<file path="config.mk">
export PLATFORM = sky130hd
export DESIGN_NAME = wmx_word_mux
export DESIGN_NICKNAME = d
export VERILOG_FILES = /design/src/inc/wmx_pkg.sv /design/src/logic/wmx_word_mux.sv
export SDC_FILE = /design/constraint.sdc
export NUM_CORES = 1
export LEC_CHECK = 0
export ABC_AREA = 1
export CAP_MARGIN = 5
export CORE_ASPECT_RATIO = 0.6
export CORE_MARGIN = 5
export CORE_UTILIZATION = 57
export DETAILED_ROUTE_END_ITERATION = 12
export DONT_BUFFER_PORTS = 1
export PLACE_DENSITY_LB_ADDON = 0.25
export REMOVE_ABC_BUFFERS = 1
export SLEW_MARGIN = 20
export SYNTH_ARGS = -nofsm -noshare
export SYNTH_HDL_FRONTEND = slang
export SYNTH_SLANG_ARGS = --single-unit
</file>
<file path="constraint.sdc">
create_clock -name i_core_clk -period 19.4 [get_ports i_core_clk]
set_input_delay 0.97 -clock i_core_clk [delete_from_list [all_inputs] [get_ports i_core_clk]]
set_output_delay 0.97 -clock i_core_clk [all_outputs]
set_load 0.05 [all_outputs]
</file>
<file path="src/inc/wmx_pkg.sv">
package wmx_pkg;

	// Word sizing and word clock shape
	localparam logic [2:0] WMX_LAST_32    = 3'h3;
	localparam logic [2:0] WMX_LAST_40    = 3'h4;
	localparam logic [2:0] WMX_POS_LAST   = 3'h4;
	localparam logic [2:0] WMX_POS_SKIP32 = 3'h1;
	localparam logic [2:0] WMX_WCLK_HIGH  = 3'h2;
	localparam int         WMX_BYTE_W     = 8;

	// Command field encodings
	localparam logic [4:0] WMX_IDLE_CMD   = 5'h15;
	localparam logic [1:0] WMX_GRP_D10    = 2'h1;
	localparam logic [1:0] WMX_GRP_D21    = 2'h2;
	localparam logic [2:0] WMX_N_KSPECIAL = 3'h4;
	localparam logic [2:0] WMX_POS_FILL   = 3'h2;

	// Special and fixed characters, y in bits 7:5, x in bits 4:0
	localparam logic [7:0] WMX_K28_5 = 8'hbc;
	localparam logic [7:0] WMX_K23_7 = 8'hf7;
	localparam logic [7:0] WMX_K27_7 = 8'hfb;
	localparam logic [7:0] WMX_K29_7 = 8'hfd;
	localparam logic [7:0] WMX_K30_7 = 8'hfe;
	localparam logic [7:0] WMX_D10_5 = 8'haa;
	localparam logic [7:0] WMX_D21_5 = 8'hb5;
	localparam logic [4:0] WMX_X21   = 5'h15;
	localparam logic [4:0] WMX_X28   = 5'h1c;
	localparam logic [2:0] WMX_Y4    = 3'h4;
	localparam logic [2:0] WMX_Y5    = 3'h5;

	// 8B/10B tables, codes valid for negative disparity, except WMX_A7_POS, which is used at positive disparity
	localparam logic [0:31][5:0] WMX_E6 = {
		6'h27, 6'h1d, 6'h2d, 6'h31, 6'h35, 6'h29, 6'h19, 6'h38,
		6'h39, 6'h25, 6'h15, 6'h34, 6'h0d, 6'h2c, 6'h1c, 6'h17,
		6'h1b, 6'h23, 6'h13, 6'h32, 6'h0b, 6'h2a, 6'h1a, 6'h3a,
		6'h33, 6'h26, 6'h16, 6'h36, 6'h0e, 6'h2e, 6'h1e, 6'h2b};
	localparam logic [0:7][3:0] WMX_E4 = {
		4'hb, 4'h9, 4'h5, 4'hc, 4'hd, 4'ha, 4'h6, 4'he};
	localparam logic [5:0] WMX_K28_6  = 6'h0f;
	localparam logic [3:0] WMX_A7_NEG = 4'h7;
	localparam logic [3:0] WMX_A7_POS = 4'h8;
	localparam logic [4:0] WMX_X7     = 5'h07;
	localparam logic [2:0] WMX_Y3     = 3'h3;
	localparam logic [2:0] WMX_Y7     = 3'h7;
	localparam logic [4:0] WMX_X11    = 5'h0b;
	localparam logic [4:0] WMX_X13    = 5'h0d;
	localparam logic [4:0] WMX_X14    = 5'h0e;
	localparam logic [4:0] WMX_X17    = 5'h11;
	localparam logic [4:0] WMX_X18    = 5'h12;
	localparam logic [4:0] WMX_X20    = 5'h14;

endpackage

</file>
<file path="src/logic/wmx_word_mux.sv">
`timescale 1ns/1ps
module wmx_word_mux (
	// Clock and reset
	input  wire logic        i_core_clk,
	input  wire logic        i_resetn,
	// Host side
	input  wire logic        i_input_strobe,
	input  wire logic [39:0] i_parallel_word_in,
	input  wire logic [4:0]  i_command_field,
	input  wire logic        i_width_40,
	output logic             o_input_ready,
	// Multi-device reset
	input  wire logic        i_async_reset_in,
	input  wire logic        i_word_clock_reset_in,
	output logic             o_synced_reset_out,
	// Serializer side
	output logic [9:0]       o_codeword,
	output logic             o_word_clock_out
);
	import wmx_pkg::*;

	typedef struct packed {
		logic        str_s1;
		logic        str_s2;
		logic        str_s3;
		logic [44:0] din_s1;
		logic [44:0] din_s2;
		logic        ars_s1;
		logic        ars_s2;
		logic        wcr_s1;
		logic        wcr_s2;
		logic        in_full;
		logic [39:0] in_data;
		logic [4:0]  in_cmd;
		logic [39:0] mux_data;
		logic [4:0]  mux_cmd;
		logic        low_all;
		logic [2:0]  cnt;
		logic [7:0]  enc_byte;
		logic        enc_k;
		logic        enc_dual;
		logic        rd;
		logic [9:0]  code;
		logic        wclk;
		logic        ready;
	} wmx_state_t;

	localparam wmx_state_t WMX_RESET = '{mux_cmd: WMX_IDLE_CMD, wclk: 1'b1, ready: 1'b1,
		default: '0};

	wmx_state_t st;
	wmx_state_t next_st;

	// Returns {k, dual, byte} for lane pos under the command field
	function automatic logic [9:0] wmx_lane(input logic [4:0] cmd, input logic [39:0] data,
		input logic [2:0] pos);
		logic [7:0] d;
		logic [9:0] r;
		d = data[(WMX_POS_LAST - pos) * WMX_BYTE_W +: WMX_BYTE_W];
		r = {2'b00, d};
		if (cmd[4:3] == WMX_GRP_D10 || cmd[4:3] == WMX_GRP_D21) begin
			if (pos < WMX_POS_FILL)
				r = {2'b10, WMX_K28_5};
			else if (pos == WMX_POS_FILL)
				r = {2'b01, (cmd[4:3] == WMX_GRP_D10) ? WMX_D10_5 : WMX_D21_5};
			else
				r = {2'b00, cmd[2:0], WMX_X21};
		end else if (cmd[2:0] < WMX_N_KSPECIAL) begin
			if (pos < cmd[2:0])
				r = {2'b10, WMX_K28_5};
		end else if (pos <= WMX_POS_FILL) begin
			unique case (cmd[1:0])
				2'h0: r = {2'b10, WMX_K23_7};
				2'h1: r = {2'b10, WMX_K27_7};
				2'h2: r = {2'b10, WMX_K29_7};
				2'h3: r = {2'b10, WMX_K30_7};
			endcase
		end
		return r;
	endfunction

	// Returns {rd_after, abcdeifghj}; rd true means positive disparity
	function automatic logic [10:0] wmx_encode(input logic [7:0] b, input logic k,
		input logic rd);
		logic [5:0] c6;
		logic [3:0] c4;
		logic       mid;
		logic       alt;
		c6 = (k && b[4:0] == WMX_X28) ? WMX_K28_6 : WMX_E6[b[4:0]];
		if (rd && ($countones(c6) != 3 || b[4:0] == WMX_X7))
			c6 = ~c6;
		mid = ($countones(c6) == 3) ? rd : ~rd;
		alt = (b[7:5] == WMX_Y7) && (k
			|| (!mid && (b[4:0] == WMX_X17 || b[4:0] == WMX_X18 || b[4:0] == WMX_X20))
			|| (mid && (b[4:0] == WMX_X11 || b[4:0] == WMX_X13 || b[4:0] == WMX_X14)));
		c4 = WMX_E4[b[7:5]];
		if (alt)
			c4 = mid ? WMX_A7_POS : WMX_A7_NEG;
		else if (mid && ($countones(c4) != 2 || b[7:5] == WMX_Y3))
			c4 = ~c4;
		else if (!mid && k && $countones(c4) == 2 && b[7:5] != WMX_Y3)
			c4 = ~c4;
		return {($countones(c4) == 2) ? mid : ~mid, c6, c4};
	endfunction

	logic       hold;
	logic       edge_seen;
	logic       low_now;
	logic [2:0] last;
	logic [2:0] pos;
	logic [9:0] lane;
	logic [7:0] enc_in;
	logic [10:0] enc_out;

	always_comb begin
		next_st = st;
		// Pins other than i_width_40 and i_resetn pass two flops; the second stage feeds logic, and the strobe adds a third for its edge detect
		next_st.str_s1 = i_input_strobe;
		next_st.str_s2 = st.str_s1;
		next_st.str_s3 = st.str_s2;
		next_st.din_s1 = {i_command_field, i_parallel_word_in};
		next_st.din_s2 = st.din_s1;
		next_st.ars_s1 = i_async_reset_in;
		next_st.ars_s2 = st.ars_s1;
		next_st.wcr_s1 = i_word_clock_reset_in;
		next_st.wcr_s2 = st.wcr_s1;
		hold      = st.wcr_s2 | st.ars_s2;
		edge_seen = st.str_s2 & ~st.str_s3;
		low_now   = st.low_all & ~st.str_s2;
		last      = i_width_40 ? WMX_LAST_40 : WMX_LAST_32;
		// 32-bit words skip the leading lane of the 40-bit layout
		pos       = i_width_40 ? st.cnt : st.cnt + WMX_POS_SKIP32;

		// Input register capture, ignored while still full
		if (edge_seen && !st.in_full) begin
			next_st.in_full = 1'b1;
			next_st.in_cmd  = st.din_s2[44:40];
			next_st.in_data = st.din_s2[39:0];
		end

		// Byte sequencing and latch handover at the word boundary
		lane = wmx_lane(st.mux_cmd, st.mux_data, pos);
		next_st.enc_k    = lane[9];
		next_st.enc_dual = lane[8];
		next_st.enc_byte = lane[7:0];
		next_st.low_all  = low_now;
		if (st.cnt == last) begin
			next_st.cnt     = '0;
			next_st.low_all = ~st.str_s2;
			if (st.in_full && !low_now) begin
				next_st.mux_data = st.in_data;
				next_st.mux_cmd  = st.in_cmd;
				next_st.in_full  = 1'b0;
			end else begin
				next_st.mux_cmd = WMX_IDLE_CMD;
			end
		end else begin
			next_st.cnt = st.cnt + 3'h1;
		end

		if (hold) begin
			next_st.cnt     = '0;
			next_st.in_full = 1'b0;
			next_st.mux_cmd = WMX_IDLE_CMD;
			next_st.low_all = 1'b0;
		end

		// Dual characters: .4 only for 32-bit words, when it pulls positive disparity back negative; 40-bit words always use .5
		enc_in = st.enc_byte;
		if (st.enc_dual)
			enc_in[7:5] = (st.rd && !i_width_40) ? WMX_Y4 : WMX_Y5;
		enc_out      = wmx_encode(enc_in, st.enc_k, st.rd);
		next_st.rd   = enc_out[10];
		next_st.code = enc_out[9:0];
		next_st.wclk  = next_st.cnt < WMX_WCLK_HIGH;
		next_st.ready = ~next_st.in_full;
	end

	always_ff @(posedge i_core_clk or negedge i_resetn) begin
		if (!i_resetn)
			st <= WMX_RESET;
		else
			st <= next_st;
	end

	assign o_input_ready      = st.ready;
	assign o_synced_reset_out = st.ars_s2;
	assign o_codeword         = st.code;
	assign o_word_clock_out   = st.wclk;
endmodule

</file>
==> metrics.yaml, run 1 <==
wl_per_cell_um: 15.2
dominantRegCellSynth: "dfrtp_1"
ios: 64
drtIter0Drc: 384
yosys_warnings: 0
p_leak_nw: 4.66
status: "finished clean"
drc: 0
yosysTopAreaCellShare_pct: 60.9
clock-skew-final_ns: 0.0121
design_area_mm2: 0.00938
ys_ff_latch: 215
synthArstFlopShare_pct: 100
cap_violations: 0
clk_latency_ns: 0.49
final_layout_size_suffix_gt1_share_pct: 9.04
die_w_um: 169
wirelength_um: 15800
hold_path_class: "in -> async"
dpl-instance-area_mm2: 0.00870
die_area_mm2: 0.0178
syn_to_final_growth_pct: 8.81
avgSynthCellArea_um2: 10.3
grt_pass1_vias: 5526
ant_nets: 0
fin_nets: 908
synth_adder_area_share_pct: 4.82
critPathKind: "reg -> reg"
required_ns: 19.81
synth_xor_area_share_pct: 0.711
power_switching_w: 0.000379
power.share.clock_pct: 32.5
core_region_area_mm2: 0.0147
hold_viol_final: 0
cts_root_buf: "clkbuf_16"
arrival_ns: 8.32
dp_hpwl_um: 10600
via_per_inst: 5.19
core.rowCount: 34
grt_max_degree: 216
p_int_w: 0.000853
synth_mux_area_share_pct: 1.96
cts_tree: "done"
antenna_cells: 0
grt-ovfl-total: 0
synth_cells: 835
worst_slew_pin_slew_ns: 0.881
rsz0062_at_grt: "false"
drtPass1Iterations: 5
worstSetupStartpointType: "flip-flop"
gp_congestion: 0.829
grt_pass1_wl_um: 27200
hold_buffers: 0
yosys.area_share.simple_pct: 16.6
ir_worst_vdd_mv: 0.0744
start_util_pct: 58.8
max_slew_margin_pct: 41.3
fmax_mhz: 126
synth_top_family_by_area: "simple AND/OR/NAND/NOR gates"
num_vias: 5394
cts_num_sinks: 215
grtUsageTotal_pct: 18.5
ys_top_cells_by_area: "dfrtp_1, nand2_1, inv_1"
ctsResizeCount: 0
crit_fanout: 7
h-tree-depth: 1
finalSetupViolCount: 0
fillers: 1131
power_w: 0.00123
io_buffers: 0
synth_compound_area_share_pct: 6.60
synth_cell_type_count: 43
power_density_mw_per_mm2: 131
cpMostUsedCell: "inv_1"
synth_edf_count: 0
cts_buffers: 20
postCtsSetupBuffers: 0
cp_slowest_cell: "fa_1"
cpPeakStageDelay_ns: 0.60
end_kind: "flip-flop"
p_seq_share_pct: 46.3
clkTransAtPathRegs_ns: 0.06
fin_tns_setup_ns: 0
ys_seq_area_share_pct: 62.5
swShare_pct: 30.8
clk_path_buf_depth: 3
period_needed_ns: 7.91
slew_viol_final: 0
yosys.area.top_type: "dfrtp_1"
antenna_found_initial: 0
power.share.combinational_pct: 21.2
die_h_um: 105
fin_crit_sh_pct: 40.8
syn_area_mm2: 0.00862
-- stage by stage --
step | setup slack (ns) | util, % | hold slack (ns) | cells
6_report | 11.49 | 63.9 | 0.176 | 1039
5_1_grt | 10.96 | 63.9 | 0.150 | 1039
4_1_cts | 11.49 | 63.9 | 0.156 | 1039
3_5_place_dp | 11.51 | 59.3 | 0.335 | 1004
3_3_place_gp | 11.90 | 59.3 | 0.332 | 1004
2_1_floorplan | 12.21 | - | 0.331 | 805
-- power groups by stage --
stage / clock [W] / combinational [W] / sequential (W)
floorplan: 0 / 0.000204 / 0.000569
global placement: 0 / 0.000241 / 0.000577
finish: 0.000400 / 0.000261 / 0.000571
global route: 0.000430 / 0.000303 / 0.000576
CTS: 0.000409 / 0.000263 / 0.000571
detailed placement: 0 / 0.000260 / 0.000579
-- per-layer routing --
layer	wire length [µm]	global-route usage (%)	vias up
li1	-	-	2611
met1	7730	28.4	2593
met2	6860	27.7	162
met3	889	3.82	28
met4	271	3.94	0
met5	0	0	-
-- cell families (layout without fill, tap and decap cells) --
logic type,Yosys count,after routing
AO/OA/AOI/OAI,100,100
adder cells (fa/ha/maj),29,29
AND/OR/NAND/NOR,330,330
multiplexers,15,15
XOR/XNOR,7,7
flip-flops,215,215
buffers and inverters,139,145
-- Yosys cell counts, types with 7 or more instances --
cell        n
buf_4      13
o21ai_0    39
fa_1        7
ha_1       22
clkbuf_1    8
dfrtp_1   210
inv_1      99
a21oi_1    41
nand3_1    59
nor2_1     60
inv_2       8
mux2_2     15
nand2_1   187
-- worst paths after layout --
check,from,endpoint,slack (ns),depth (start not counted)
setup / recovery,enc_in[0]$_DFF_PN0_,st[12]$_DFF_PN0_,11.49,38
hold / removal,i_resetn,next_st[129]$_DFF_PN0_,0.18,0
setup reg to reg,enc_in[0]$_DFF_PN0_,st[12]$_DFF_PN0_,11.49,38
hold reg to reg,next_st[131]$_DFF_PN0_,st[131]$_DFF_PN0_,0.35,0
max in group asynchronous,i_resetn,o_word_clock_out$_DFF_PN1_,18.99,0
min in group i_core_clk,next_st[131]$_DFF_PN0_,st[131]$_DFF_PN0_,0.35,0
-- cell type report --
| type | instances | area (µm²) | area share (%) |
|---|---|---|---|
| Clock inverter | 8 | 124 | 1.32 |
| Timing Repair Buffer | 1 | 7.51 | 0.0800 |
| Multi-Input combinational cell | 481 | 2650 | 28.2 |
| Clock buffer | 27 | 558 | 5.95 |
| Sequential cell | 215 | 5390 | 57.4 |
| Tap cell | 198 | 248 | 2.64 |
| Inverter | 109 | 412 | 4.39 |
-- critical path, delay by kind of cell, from the launching register on --
| kind | cells | cell delay [ns] |
|---|---|---|
| adders and majority gates | 12 | 4.19 |
| and+or+nand+nor | 12 | 1.50 |
| xor gates and xnor gates | 3 | 0.70 |
| buffers and inverters | 9 | 0.67 |
| DFF | 1 | 0.48 |
| AOI/OAI and AO/OA | 2 | 0.34 |
-- flip-flops by register name, indices dropped and copies added, names as in the netlist --
register and count:
enc_in 5, o_word_clock_out 1, o_input_ready 1, next_st 49, st 148, o_codeword 10, o_synced_reset_out 1
-- layout by cell type (no fill, tap or decap), drive strengths merged, types with 2 or more instances in the layout --
cell      synthesis  layout
mux2             15      15
nor3              4       4
inv             108     108
nand4             8       8
o22ai             3       3
clkinv            1       4
a21oi            41      41
fa                7       7
dfstp             5       5
clkbuf            8      27
o21ai            46      46
nand2           193     193
dfrtp           210     210
clkinvlp          0       2
bufinv            0       3
nand3            59      59
nand3b            2       2
nor2             61      61
o211ai            4       4
xor2              6       6
ha               22      22
o221ai            3       3
(Power assumes the default switching activity.)
==> run 2, diff against run 1 <==
clock period = 6.4 ns   (was 19.4 ns; I/O delays follow)
==> metrics.yaml, run 2 (synthesis gave the netlist of run 1 again) <==
grt_pass1_vias: 6405  # +16%
top_layer: "met4"
grt-ovfl-total: 0  # unchanged
fin_crit_sh_pct: 121  # +81 points
drc: 0  # unchanged
io_buffers: 0  # unchanged
fmax_mhz: 129  # +1.8%
die_w_um: 169  # unchanged
die_area_mm2: 0.0178  # unchanged
via_per_inst: 5.36  # +3.1%
h-tree-depth: 1  # unchanged
period_needed_ns: 7.77  # -0.141 ns
regMostFlops: "st"
cts_num_sinks: 215  # unchanged
status: "finished, violations left"
ant_nets: 0  # unchanged
p_leak_nw: 5.40  # +16%
grt_max_degree: 216  # unchanged
layout_commonest_cell: "dfrtp_1"
arrival_ns: 8.18  # -0.14 ns
wirelength_um: 20000  # +27%
violations: "setup timing"
power_w: 0.00497  # +300%
drtPass1Iterations: 7  # +2
core.rowCount: 34  # unchanged
num_vias: 6335  # +17%
gp_congestion: 0.914  # +10%
dp_hpwl_um: 10600  # +0.60%
clock-skew-final_ns: 0.00909  # -0.00297 ns
min_path_cells: 4
fin_tns_setup_ns: -3.20  # -3.20 ns
clkTransAtPathRegs_ns: 0.07  # about the same
reg2regPathDepth: 41  # +7.9%
cpPeakStageDelay_ns: 0.55  # -0.05 ns
worst_slew_pin_slew_ns: 0.875  # -0.00647 ns
grtUsageTotal_pct: 21.9  # +3.4 points
wl_met3_um: 1280  # +44%
critPathKind: "reg -> reg"
power_density_mw_per_mm2: 454  # +250%
dp_cells: 1038  # +3.4%
cp_slowest_cell: "fa_1"
cts_root_buf: "clkbuf_16"
grt_pass1_wl_um: 31700  # +17%
clk_path_buf_depth: 3  # unchanged
reg2reg_slack_ns: -1.37  # -12.86 ns
ir_worst_vdd_mv: 0.330  # +340%
rsz0062_at_grt: "true"
ios: 64  # unchanged
end_kind: "flip-flop"
antenna_cells: 0  # unchanged
crit_fanout: 4  # -3
largest_reg_flops: 148  # unchanged
setup_ws_ns: -1.37  # -12.86 ns
slew_viol_final: 0  # unchanged
worstSetupStartpointType: "flip-flop"
antenna_found_initial: 0  # unchanged
final_layout_size_suffix_gt1_share_pct: 22.1  # +13 points
drtIter0Drc: 495  # +29%
cts_tree: "done"
hold_viol_final: 0  # unchanged
fillers: 932  # -18%
required_ns: 6.82  # -12.99 ns
fin_nets: 1051  # +16%
wl_per_cell_um: 16.9  # +12%
cpMostUsedCell: "buf_4"
cts_buffers: 20  # unchanged
clk_latency_ns: 0.49  # about the same
final_util_pct: 74.7  # +11 points
cap_violations: 0  # unchanged
wl_met2_um: 9330  # +36%
final_cells: 1183  # +14%
die_h_um: 105  # unchanged
holdWs_ns: 0.222  # +0.0460 ns
max_slew_margin_pct: 41.7  # +0.43 points
core_region_area_mm2: 0.0147  # unchanged
final_cell_mix: "dfrtp_1, nand2_1, inv_1"
wl_met1_um: 8420  # +8.9%
start_util_pct: 58.8  # unchanged
finalSetupViolCount: 5  # +5
hold_path_class: "in -> reg"
syn_to_final_growth_pct: 27.1
run 2: cell count changes in the layout (fill, tap and decap cells not counted), sizes merged:
cell	before	now
dlygate4sd3	0	49
clkbuf	27	26
bufinv	3	4
clkinvlp	2	1
clkinv	4	6
buf	1	95
run 2: area by class of cell:
type / count / area (µm²) / share of cell area (%)
Clock buffer: 26 / 553 / 5.05
Clock inverter: 10 / 175 / 1.60
Inverter: 109 / 414 / 3.78
Multi-Input combinational cell: 481 / 2870 / 26.2
Sequential cell: 215 / 5390 / 49.2
Tap cell: 198 / 248 / 2.26
Timing Repair Buffer: 144 / 1310 / 11.9
run 2: critical path, delay by kind of cell (launching register included):
kind | cells | cell delay [ns]
AOI/OAI and AO/OA | 1 | 0.35
xor gates and xnor gates | 2 | 0.40
buffers and inverters | 22 | 2.46
adders and majority gates | 9 | 2.92
DFF | 1 | 0.43
and+or+nand+nor | 7 | 1.13
run 2: through the flow:
stage	area (µm²)	setup slack [ns]
after floorplan	8440	-0.788
after detailed placement	8960	-1.12
after CTS	10800	-0.643
after global placement	8960	-0.705
after global routing	11000	-1.60
final	11000	-1.37
run 2: power by group:
| part | internal (W) | switching [W] | leakage [nW] |
|---|---|---|---|
| registers | 0.00153 | 0.000208 | 2.55 |
| clock network | 0.000779 | 0.000498 | 0.354 |
| logic | 0.00102 | 0.000930 | 2.50 |
| total | 0.00333 | 0.00164 | 5.40 |
run 2: worst paths after layout:
path | from | end
setup / recovery | enc_in[1]$_DFF_PN0_ | st[12]$_DFF_PN0_
hold / removal | i_width_40 | st[26]$_DFF_PN0_
setup reg to reg | enc_in[1]$_DFF_PN0_ | st[12]$_DFF_PN0_
hold reg to reg | next_st[160]$_DFF_PN0_ | st[160]$_DFF_PN0_
max in group asynchronous | i_resetn | o_codeword[6]$_DFF_PN0_
min in group asynchronous | i_resetn | st[40]$_DFFE_PN0P_
run 2: what timing repair did:
action	CTS	global route
gates cloned	0	0
hold buffers	50	0
endpoints found under the hold margin	263	0
pin swaps	25	19
setup endpoints to repair	2	6
buffers inserted	60	13
resized for setup	41	30
run 2: per-layer routing:
metal  vias up  track usage, %
met5         -               0
met4         0            8.40
met3        88            4.19
met2       277            35.2
met1      3064            30.0
li1       2906               -
